### config.mk
export PLATFORM = sky130hd
export DESIGN_NAME = cmcc_frame_check
export DESIGN_NICKNAME = d
export VERILOG_FILES = /design/src/hdl/cmcc_frame_check.v
export VERILOG_INCLUDE_DIRS = /design/src /design/src/hdl
export SDC_FILE = /design/constraint.sdc
export NUM_CORES = 1
export LEC_CHECK = 0
export BUFFER_PORTS_ARGS = -buffer_cell sky130_fd_sc_hd__buf_2
export CORE_MARGIN = 4
export CORE_UTILIZATION = 25
export DETAILED_ROUTE_END_ITERATION = 7
export GPL_ROUTABILITY_DRIVEN = 1
export MAX_ROUTING_LAYER = met4
export PLACE_DENSITY = 0.39
export SYNTH_ARGS = -nofsm -noshare
export SYNTH_HDL_FRONTEND = slang
export SYNTH_SLANG_ARGS = --single-unit
### constraint.sdc
create_clock -name ref_clk_in -period 1.7 [get_ports ref_clk_in]
set_input_delay 0 -clock ref_clk_in [delete_from_list [all_inputs] [get_ports ref_clk_in]]
set_output_delay 0 -clock ref_clk_in [all_outputs]
set_load 0.02 [all_outputs]
### src/hdl/cmcc_defs.vh
// constants for the configuration memory crc checker
//
// Behaviour
// - error flag high whenever corruption found in configuration cells, low otherwise
// - error flag drives open-drain only when checking feature enabled
// - user mode computes one 32-bit crc spanning all configuration memory
// - each config frame's 16-bit crc shifted in after frame crc computed
// - frame crc mismatch drives config_status_n low
// - frame length is a device-specific parameter
// - two 32-bit registers: signature and reference store
// - error flag high whenever any signature bit non-zero
// - clean pass leaves signature all zero; non-zero means corruption
// - reference store loaded with precomputed crc at end of configuration
// - user mode uses stored reference in compute-and-compare circuit
// - scan instruction makes reference store a 32-bit shift chain
// - scan does not halt checking; checking continues with new reference
// - scan instruction has listed code, accepted only in user mode
// - flag stays high through next pass, drops if that pass clean
// - checker clock is base clock divided by power of two, 1..256
// - checking repeats until config_restart_n pulled low
`ifndef CMCC_DEFS_VH
`define CMCC_DEFS_VH
`define CMCC_CRC32_POLY     32'h04C11DB7
`define CMCC_CRC32_INIT     32'hFFFFFFFF
`define CMCC_CRC16_POLY     16'h8005
`define CMCC_CRC16_INIT     16'hFFFF
`define CMCC_SCAN_INSTR     10'h015
`define CMCC_INSTR_W        10
`define CMCC_SIG_RST        32'h00000000
`define CMCC_REF_RST        32'h00000000
`define CMCC_DIV_MAX_EXP    4'h8
`endif

### src/hdl/cmcc_frame_check.v
// per-frame 16-bit crc checker used while configuring
`timescale 1ns/100ps
`include "cmcc_defs.vh"
module cmcc_frame_check #(
	parameter FRAME_BITS = 64
) (
	input  wire ref_clk_in,
	input  wire sys_rst_in,
	input  wire clk_en_in,
	input  wire restart_in,
	input  wire bit_valid_in,
	input  wire bit_in,
	output reg  frame_err_out
);
	localparam CW = 16;
	reg  [CW-1:0] crc_r;
	reg  [CW-1:0] rx_crc_r;
	reg  [15:0]   cnt_r;
	reg           in_crc_r;
	wire          fb;
	wire [CW-1:0] crc_nxt;

	assign fb      = crc_r[CW-1] ^ bit_in;
	assign crc_nxt = {crc_r[CW-2:0], 1'b0} ^ (fb ? `CMCC_CRC16_POLY : 16'h0000);

	// frame length set per device
	always @(posedge ref_clk_in or posedge sys_rst_in)
	begin
		if (sys_rst_in)
		begin
			crc_r         <= `CMCC_CRC16_INIT;
			rx_crc_r      <= 16'h0000;
			cnt_r         <= 16'h0000;
			in_crc_r      <= 1'b0;
			frame_err_out <= 1'b0;
		end
		else if (clk_en_in)
		begin
			if (restart_in)
			begin
				crc_r         <= `CMCC_CRC16_INIT;
				cnt_r         <= 16'h0000;
				in_crc_r      <= 1'b0;
				frame_err_out <= 1'b0;
			end
			else if (bit_valid_in)
			begin
				if (!in_crc_r)
				begin
					crc_r <= crc_nxt;
					if (cnt_r == FRAME_BITS - 1)
					begin
						cnt_r    <= 16'h0000;
						in_crc_r <= 1'b1;
					end
					else
						cnt_r <= cnt_r + 16'h0001;
				end
				else
				begin
					// shift in the stored crc after the frame
					rx_crc_r <= {rx_crc_r[CW-2:0], bit_in};
					if (cnt_r == CW - 1)
					begin
						if ({rx_crc_r[CW-2:0], bit_in} != crc_r)
							frame_err_out <= 1'b1;
						cnt_r    <= 16'h0000;
						in_crc_r <= 1'b0;
						crc_r    <= `CMCC_CRC16_INIT;
					end
					else
						cnt_r <= cnt_r + 16'h0001;
				end
			end
		end
	end
endmodule // cmcc_frame_check

==> flow_summary.yaml, run 1 <==
run_status:
  status: "completed"
place:
  hpwl_mm: 4.66
  pre_cts_ws_ns: -0.172
  portBuffers: 6
  gp_congestion: 0.806
final_layout:
  regArea_mm2: 0.00125
  diodes: 0
  area_delta_synth_final_pct: 30.8
  drive_gt1_frac: 0.429
  multi_input_area_mm2: 0.00138
  fillCellCount: 1031
  final_nets: 300
clock_network:
  cts.sinks: 49
  cts_max_level: 2
  clkLatencyLatePin_ns: 0.31
  clk_path_buf_depth: 2
  cts_root_buf: "clkbuf_8"
  cts_tree: "done"
  cts.clk_slew.worst_paths_ns: 0.10
  cts_buffers: 5
power:
  p_seq_frac: 0.484
  p_per_area_mw_per_mm2: 811
  ir_drop_v: 0.000357
  switchingPower_mw: 0.791
  pwr-share-comb: 0.198
  p_int_mw: 1.95
  clkPwrFrac: 0.318
  switching_share: 0.289
  p_leak_nw: 1.37
timing:
  fmax_mhz: 589
  skew_ns: 0.0158
  setup_viol: 0
  rsz0062_at_grt: "true"
  layout_worst_path_cycle_share: 0.998
  max_slew.worst_pin.slew_ns: 0.366
  finalHoldViolCount: 0
  relSlewSlack: 0.754
  finalSetupTns_ns: 0
  drv_slew: 0
  finalCriticalPeriod_ns: 1.70
  setup_slack_ns: 0.00335
yosys:
  synth.most_common_cell: "dfrtp_1"
  synth_largest_area_cell: "dfrtp_1"
  ys_seq_area_frac: 0.483
  yosysUniqueCellTypes: 44
  syn_area_mm2: 0.00258
  async_flop_share: 1.00
  synthFlopType: "dfrtp_1"
  synth-xor-area-share: 0.0645
  synth_cells: 246
  synthSimpleGateAreaFrac: 0.149
  synth-seq-cells: 49
  avgSynthCellArea_um2: 10.5
  synth_fa_ha_area_frac: 0.00485
  ys_top_cells_by_area: "dfrtp_1 (32%), dfstp_2 (16%), mux2_2 (7.0%), xor2_1 (5.8%), a21oi_1 (3.9%)"
  synth_nets: 253
  ys_top_cells_by_count: "dfrtp_1 (33), a21oi_1 (20), xor2_1 (17)"
  yosys.area.top_type_share: 0.320
  synth_mux_area_frac: 0.0776
  yosysWarningCount: 0
  synth_edf_count: 0
  synth_top_family_by_area: "compound AO/OA/AOI/OAI gates"
  synth_compound_area_frac: 0.177
setup_path:
  critPathLaunchType: "flip-flop"
  crit_path_end_kind: "flip-flop"
  slowest_delay_ns: 0.42
  rrSetupSlack_ns: 0.003
  crit_type: "reg2reg"
  r2r_cells: 6
  crit_chain: "nor4_4 -> nand4_1 -> o21ai_4 -> buf_6 -> a31oi_1 -> a31oi_1"
  crit_arrival_ns: 1.93
  r2r_end: "crc_r[15]"
  r2r_start: "cnt_r[6]"
  path_common_cell: "a31oi_1"
  cp_max_fo: 7
  critical_path.slowest_cell: "dfrtp_1"
  worstPathRequired_ns: 1.94
floorplan:
  die_w_um: 110
  die_h_um: 110
  rows: 36
  num_io_pins: 7
  start_util: 0.260
  die-area_mm2: 0.0120
  core_area_mm2: 0.00991
detailed_routing:
  drtIter0Drc: 114
  wire_per_inst_um: 16.1
  drc: 0
  vias: 2122
  first_pass_iters: 4
  routed_wl_mm: 6.89
  detail-route-antenna-nets: 0
  via_per_inst: 4.97
worst_hold_path:
  min_path_cells: 3
  min_to: "in_crc_r"
  worst_hold_path_type: "in2reg"
  hold_path_startpoint: "bit_valid_in"
global_routing:
  grt_pass1_wl_mm: 11.3
  gr-usage-all-layers: 0.125
  grt_use_met3: 0.0217
  grt_max_degree: 50
  grt_antenna_before_repair: 0
  grt-ovfl-total: 0
  grt_util_met1: 0.181
  top_usage_layer: "met1"
  grtUsageMet2: 0.174
  grt_pass1_vias: 2101
flow_run:
  max_cap_viol_count: 0
==> critical path, delay by kind of cell, from the launching register on <==
family                 cells  cell delay, ns
AND/OR/NAND/NOR            2            0.53
AO/OA/AOI/OAI              3            0.51
flip-flops                 1            0.42
buffers and inverters      1            0.17
==> placed cells by master, fill, tap and decap left out, drive strengths merged, types with 2 or more instances in the layout <==
master,Yosys,routed
mux2,16,16
nor2,13,13
o21ai,9,9
a211oi,2,2
a21oi,23,24
o31ai,2,2
a31oi,11,11
or3,2,2
inv,10,10
o41ai,2,2
xnor2,2,2
nor3,4,4
xor2,17,17
dlygate4sd3,0,2
nor4,13,13
nand4,5,5
dfstp,16,16
nand2,13,13
clkbuf,5,6
nand3,13,13
buf,9,51
dfrtp,33,33
and4,2,2
a22o,3,3
mux2i,2,2
a41oi,10,10
==> routing by layer <==
layer,vias up,share of wire,routed length (um)
met5,-,0,0
met4,0,0.023,159
met3,11,0.024,165
met2,31,0.44,3020
met1,1064,0.51,3550
li1,1016,-,-
==> worst max-delay path by stage <==
stage / start / to / slack, ns / cells after the start
finish: cnt_r[6] / crc_r[15] / 0.003 / 6
global route: cnt_r[6] / crc_r[10] / -0.09 / 6
CTS: cnt_r[1] / cnt_r[6] / -0.03 / 7
detailed placement: cnt_r[1] / cnt_r[6] / -0.17 / 7
global placement: cnt_r[1] / cnt_r[6] / -0.16 / 7
floorplan: cnt_r[0] / crc_r[12] / -0.008 / 7
==> through the flow <==
stage | cell area, um^2 | power (mW) | utilization | instances | hold WS [ns]
4_1_cts | 3280 | 2.74 | 0.331 | 424 | 0.0200
3_5_place_dp | 3010 | 1.81 | 0.304 | 407 | 0.0746
2_1_floorplan | 2590 | 1.62 | - | 246 | 0.151
6_report | 3380 | 2.74 | 0.341 | 427 | 0.0287
5_1_grt | 3380 | 2.88 | 0.341 | 427 | 0.0539
3_3_place_gp | 3010 | 1.81 | 0.304 | 407 | 0.0717
==> state kept, by name (all words and copies together) (netlist names) <==
signal         count
frame_err_out      1
rx_crc_r          15
crc_r             16
cnt_r             16
in_crc_r           1
==> area by class of cell <==
cell class | instances | area share
clock buffer | 6 | 0.0215
clock inverter | 2 | 0.0115
inverter | 10 | 0.0111
multi-input combinational | 174 | 0.409
sequential | 49 | 0.369
tap | 133 | 0.0493
timing repair buffer | 53 | 0.128
==> power groups by stage <==
stage,logic (mW),clock network [mW],registers (mW)
4_1_cts,0.518,0.898,1.32
6_report,0.542,0.870,1.33
5_1_grt,0.604,0.938,1.34
3_5_place_dp,0.470,0,1.34
3_3_place_gp,0.473,0,1.34
2_1_floorplan,0.267,0,1.35
==> cells by family after synthesis <==
| kind of cell | count (synthesis) |
|---|---|
| AND/OR/NAND/NOR | 70 |
| multiplexers | 18 |
| flip-flops | 49 |
| XOR/XNOR | 19 |
| adder cells (fa/ha/maj) | 1 |
| AO/OA/AOI/OAI | 65 |
| buffers and inverters | 24 |
==> repair_timing <==
item / 4_1_cts / 5_1_grt
hold buffers: 2 / 0
hold endpoints to repair: 34 / 0
buffers inserted: 6 / 2
resized for setup: 17 / 17
setup endpoints to repair: 19 / 24
gates cloned: 1 / 1
pin swaps: 6 / 6
(Power assumes the default switching activity.)
==> run 2, diff against run 1 <==
--- a/config.mk
+++ b/config.mk
@@ -8,11 +8,11 @@
 export LEC_CHECK = 0
 export BUFFER_PORTS_ARGS = -buffer_cell sky130_fd_sc_hd__buf_2
 export CORE_MARGIN = 4
-export CORE_UTILIZATION = 25
+export CORE_UTILIZATION = 56
 export DETAILED_ROUTE_END_ITERATION = 7
 export GPL_ROUTABILITY_DRIVEN = 1
 export MAX_ROUTING_LAYER = met4
-export PLACE_DENSITY = 0.39
+export PLACE_DENSITY = 0.75
 export SYNTH_ARGS = -nofsm -noshare
 export SYNTH_HDL_FRONTEND = slang
 export SYNTH_SLANG_ARGS = --single-unit
==> flow_summary.yaml, run 2 (synthesis gave the netlist of run 1 again) <==
final_layout:
  fillCellCount: 276
  multi_input_area_mm2: 0.00140
  diodes: 0
  regArea_mm2: 0.00125
  area_delta_synth_final_pct: 26.5
  final_core_util: 0.740
  final_cell_mix: "dfrtp_1 (33), buf_4 (33), xor2_1 (17)"
  top_regs: "cnt_r x16, crc_r x16, rx_crc_r x15"
  drive_gt1_frac: 0.405
  final_nets: 295
timing:
  finalSetupTns_ns: -0.925
  layout_worst_path_cycle_share: 1.05
  setup_viol: 19
  max_slew.worst_pin.slew_ns: 0.543
  finalCriticalPeriod_ns: 1.78
  skew_ns: 0.00807
  setup_slack_ns: -0.0832
  relSlewSlack: 0.637
  fmax_mhz: 561
  finalHoldViolCount: 0
  rsz0062_at_grt: "true"
  drv_slew: 0
detailed_routing:
  wire_per_inst_um: 19.6
  drc: 0
  drtIter0Drc: 244
  first_pass_iters: 6
  vias: 2260
  detail-route-antenna-nets: 0
  routed_wl_mm: 6.69
  via_per_inst: 6.63
floorplan:
  die-area_mm2: 0.00576
  core_area_mm2: 0.00441
  start_util: 0.585
  num_io_pins: 7
  rows: 24
  die_w_um: 75.9
  die_h_um: 75.9
setup_path:
  crit_arrival_ns: 2.01
  crit_path_end_kind: "flip-flop"
  critPathLaunchType: "flip-flop"
  worstPathRequired_ns: 1.93
  crit_type: "reg2reg"
  cp_max_fo: 6
place:
  portBuffers: 6
  gp_congestion: 0.844
  hpwl_mm: 4.01
  pre_cts_ws_ns: -0.101
global_routing:
  gr-usage-all-layers: 0.240
  grt-ovfl-total: 0
  grt_max_degree: 29
  grt_antenna_before_repair: 0
  grt_pass1_wl_mm: 10.0
  grt_pass1_vias: 2043
clock_network:
  clk_path_buf_depth: 2
  cts.clk_slew.worst_paths_ns: 0.09
  cts.sinks: 49
  cts_buffers: 5
  cts_max_level: 2
  clkLatencyLatePin_ns: 0.30
  cts_tree: "done"
  cts_root_buf: "clkbuf_8"
power:
  p_per_area_mw_per_mm2: 823
  p_leak_nw: 1.35
  ir_drop_v: 0.000464
run_status:
  status: "complete, but fails checks"
  violations: "setup timing"
flow_run:
  max_cap_viol_count: 0
worst_hold_path:
  worst_hold_path_type: "in2reg"
## run 2: changes by cell type in the layout (fill, tap and decap cells not counted), sizes merged
| cell | before | now |
|---|---|---|
| dlygate4sd3 | 2 | 1 |
| a21oi | 24 | 23 |
| buf | 51 | 48 |
## run 2: worst paths after layout
path,start,to,depth (start not counted),slack [ns]
max reg2reg,cnt_r[1],crc_r[9],6,-0.08
min reg2reg,cnt_r[13],cnt_r[13],1,0.51
max,cnt_r[1],crc_r[9],6,-0.08
min,bit_valid_in,in_crc_r,3,0.02
max in group asynchronous,sys_rst_in,crc_r[14],4,0.85
min in group asynchronous,sys_rst_in,cnt_r[9],3,0.27
## run 2: final cells by class
| type | instances | area share |
|---|---|---|
| Multi-Input combinational cell | 173 | 0.428 |
| Sequential cell | 49 | 0.382 |
| Timing Repair Buffer | 49 | 0.125 |
| Clock buffer | 6 | 0.0222 |
| Tap cell | 52 | 0.0199 |
| Clock inverter | 2 | 0.0119 |
| Inverter | 10 | 0.0115 |
## run 2: worst max-delay path: stages (launching register included)
cell and delay, ns:
dfrtp_1 0.40, ha_4 0.16, nand3_4 0.11, or3_4 0.37, o21ai_4 0.22, nand2_1 0.22, a21oi_1 0.24
## run 2: power breakdown
| part | internal (mW) | switching (mW) | leakage, nW |
|---|---|---|---|
| clock network | 0.442 | 0.389 | 0.0554 |
| registers | 1.25 | 0.0775 | 0.622 |
| logic | 0.241 | 0.286 | 0.677 |
## run 2: metrics by stage
step	hold WS [ns]	total power, mW	instances	area, um^2
floorplan	0.151	1.62	246	2590
global placement	0.0445	1.78	322	2880
detailed placement	0.0502	1.80	322	2880
CTS	0.00349	2.65	337	3100
global route	0.0360	2.80	341	3270
finish	0.0227	2.69	341	3270
## run 2: what timing repair did
action / 4_1_cts / 5_1_grt
pin swaps: 3 / 10
gates cloned: 1 / 0
hold buffers: 1 / 0
buffers inserted: 5 / 5
gates resized for setup: 10 / 26
setup endpoints to repair: 20 / 31
hold endpoints to repair: 16 / 0
## run 2: routing by layer
metal	global-route usage	vias up	wire length, um
met1	0.326	1118	2880
met5	-	-	0
met2	0.366	103	3170
met4	0.0680	0	240
met3	0.0462	38	403
li1	-	1001	-
==> run 3, diff against run 2 <==
--- a/config.mk
+++ b/config.mk
@@ -7,12 +7,14 @@
 export NUM_CORES = 1
 export LEC_CHECK = 0
 export BUFFER_PORTS_ARGS = -buffer_cell sky130_fd_sc_hd__buf_2
+export CELL_PAD_IN_SITES_DETAIL_PLACEMENT = 1
+export CELL_PAD_IN_SITES_GLOBAL_PLACEMENT = 2
 export CORE_MARGIN = 4
-export CORE_UTILIZATION = 56
+export CORE_UTILIZATION = 37
 export DETAILED_ROUTE_END_ITERATION = 7
 export GPL_ROUTABILITY_DRIVEN = 1
 export MAX_ROUTING_LAYER = met4
-export PLACE_DENSITY = 0.75
+export PLACE_DENSITY = 0.74
 export SYNTH_ARGS = -nofsm -noshare
 export SYNTH_HDL_FRONTEND = slang
 export SYNTH_SLANG_ARGS = --single-unit
==> flow_summary.yaml, run 3 (synthesis gave the netlist of run 1 again) <==
timing:
  skew_ns: 0.00696
  finalCriticalPeriod_ns: 1.75
  setup_viol: 12
  max_slew.worst_pin.slew_ns: 0.440
  drv_slew: 0
  relSlewSlack: 0.706
  setup_slack_ns: -0.0513
  hold_ws_ns: 0.00187
  finalSetupTns_ns: -0.230
  finalHoldViolCount: 0
  layout_worst_path_cycle_share: 1.03
  rsz0062_at_grt: "true"
  fmax_mhz: 571
run_status:
  status: "complete, but fails checks"
  violations: "setup timing"
final_layout:
  final_nets: 309
  fillCellCount: 740
  diodes: 0
  final_cell_mix: "buf_4 (40), dfrtp_1 (33), xor2_1 (17)"
  top_regs: "cnt_r x16, crc_r x16, rx_crc_r x15"
  area_delta_synth_final_pct: 33.1
  layout_commonest_cell: "buf_4"
  final_cell_area_mm2: 0.00344
  drive_gt1_frac: 0.446
clock_network:
  cts_root_buf: "clkbuf_8"
  cts.clk_slew.worst_paths_ns: 0.09
  cts.sinks: 49
  cts_max_level: 2
  clk_path_buf_depth: 2
  cts_buffers: 5
  clkLatencyLatePin_ns: 0.31
  cts_tree: "done"
power:
  total_power_mw: 2.68
  p_leak_nw: 1.43
  p_per_area_mw_per_mm2: 779
  ir_drop_v: 0.000317
worst_hold_path:
  worst_hold_path_type: "in2reg"
floorplan:
  die_h_um: 91.5
  core_area_mm2: 0.00679
  rows: 30
  die-area_mm2: 0.00838
  num_io_pins: 7
  start_util: 0.380
  die_w_um: 91.5
global_routing:
  grt-ovfl-total: 0
  grt_antenna_before_repair: 0
  grt_pass1_wl_mm: 11.8
  grt_pass1_vias: 2280
  grt_max_degree: 32
  gr-usage-all-layers: 0.182
setup_path:
  critPathLaunchType: "flip-flop"
  crit_type: "reg2reg"
  cp_max_fo: 12
  crit_arrival_ns: 1.98
  worstPathRequired_ns: 1.93
  crit_path_end_kind: "flip-flop"
detailed_routing:
  drc: 0
  detail-route-antenna-nets: 0
  drtIter0Drc: 86
  first_pass_iters: 4
  routed_wl_mm: 7.40
  via_per_inst: 5.34
  vias: 2129
  wire_per_inst_um: 18.6
place:
  portBuffers: 6
  post_dp_cell_area_mm2: 0.00298
  hpwl_mm: 4.87
  gp_congestion: 0.790
flow_run:
  max_cap_viol_count: 0
==> run 3: worst paths after layout <==
kind	from	end	slack, ns	cells after the start
max in group asynchronous	sys_rst_in	crc_r[14]	0.88	4
min in group asynchronous	sys_rst_in	cnt_r[13]	0.23	3
worst max register to register	cnt_r[6]	crc_r[2]	-0.05	7
worst min-delay path	bit_in	rx_crc_r[0]	0.002	2
worst min register to register	cnt_r[15]	cnt_r[15]	0.51	1
worst max-delay path	cnt_r[6]	crc_r[2]	-0.05	7
==> run 3: per-layer routing <==
layer	vias up	global-route usage	wire length (um)
met5	-	-	0
met4	0	0.0490	102
met3	7	0.0315	141
met2	22	0.279	3420
met1	1070	0.247	3740
li1	1030	-	-
==> run 3: worst max-delay path, cell delays in order (launching register included) <==
cell and delay (ns):
dfrtp_1 0.42, nor4_4 0.32, nand4_1 0.17, buf_6 0.16
o21ai_4 0.18, buf_8 0.17, a21oi_1 0.07, a41oi_1 0.18
==> run 3: per-stage QoR <==
stage | std cells | setup WS (ns) | util
detailed placement | 372 | -0.129 | 0.438
global placement | 372 | -0.0820 | 0.438
floorplan | 246 | -0.00798 | -
CTS | 388 | -0.0368 | 0.466
finish | 399 | -0.0513 | 0.506
global route | 399 | -0.164 | 0.506
==> run 3: timing repair <==
item / 4_1_cts / 5_1_grt
hold buffers: 2 / 0
cloned: 0 / 1
pin swaps: 4 / 17
endpoints found under the setup margin: 30 / 44
buffers inserted: 6 / 10
endpoints found under the hold margin: 19 / 0
gates resized for setup: 6 / 38
==> run 3: report_power, final <==
group / internal [mW] / total, mW / switching [mW]
Clock: 0.291 / 0.713 / 0.422
Sequential: 1.25 / 1.33 / 0.0774
Combinational: 0.305 / 0.633 / 0.328
==> run 3: cell type report <==
type,count,area (um^2),area share
Clock buffer,6,72.6,0.0211
Inverter,10,37.5,0.0109
Clock inverter,2,15.0,0.00437
Tap cell,96,120,0.0350
Multi-Input combinational cell,174,1420,0.412
Timing Repair Buffer,62,529,0.154
Sequential cell,49,1250,0.363
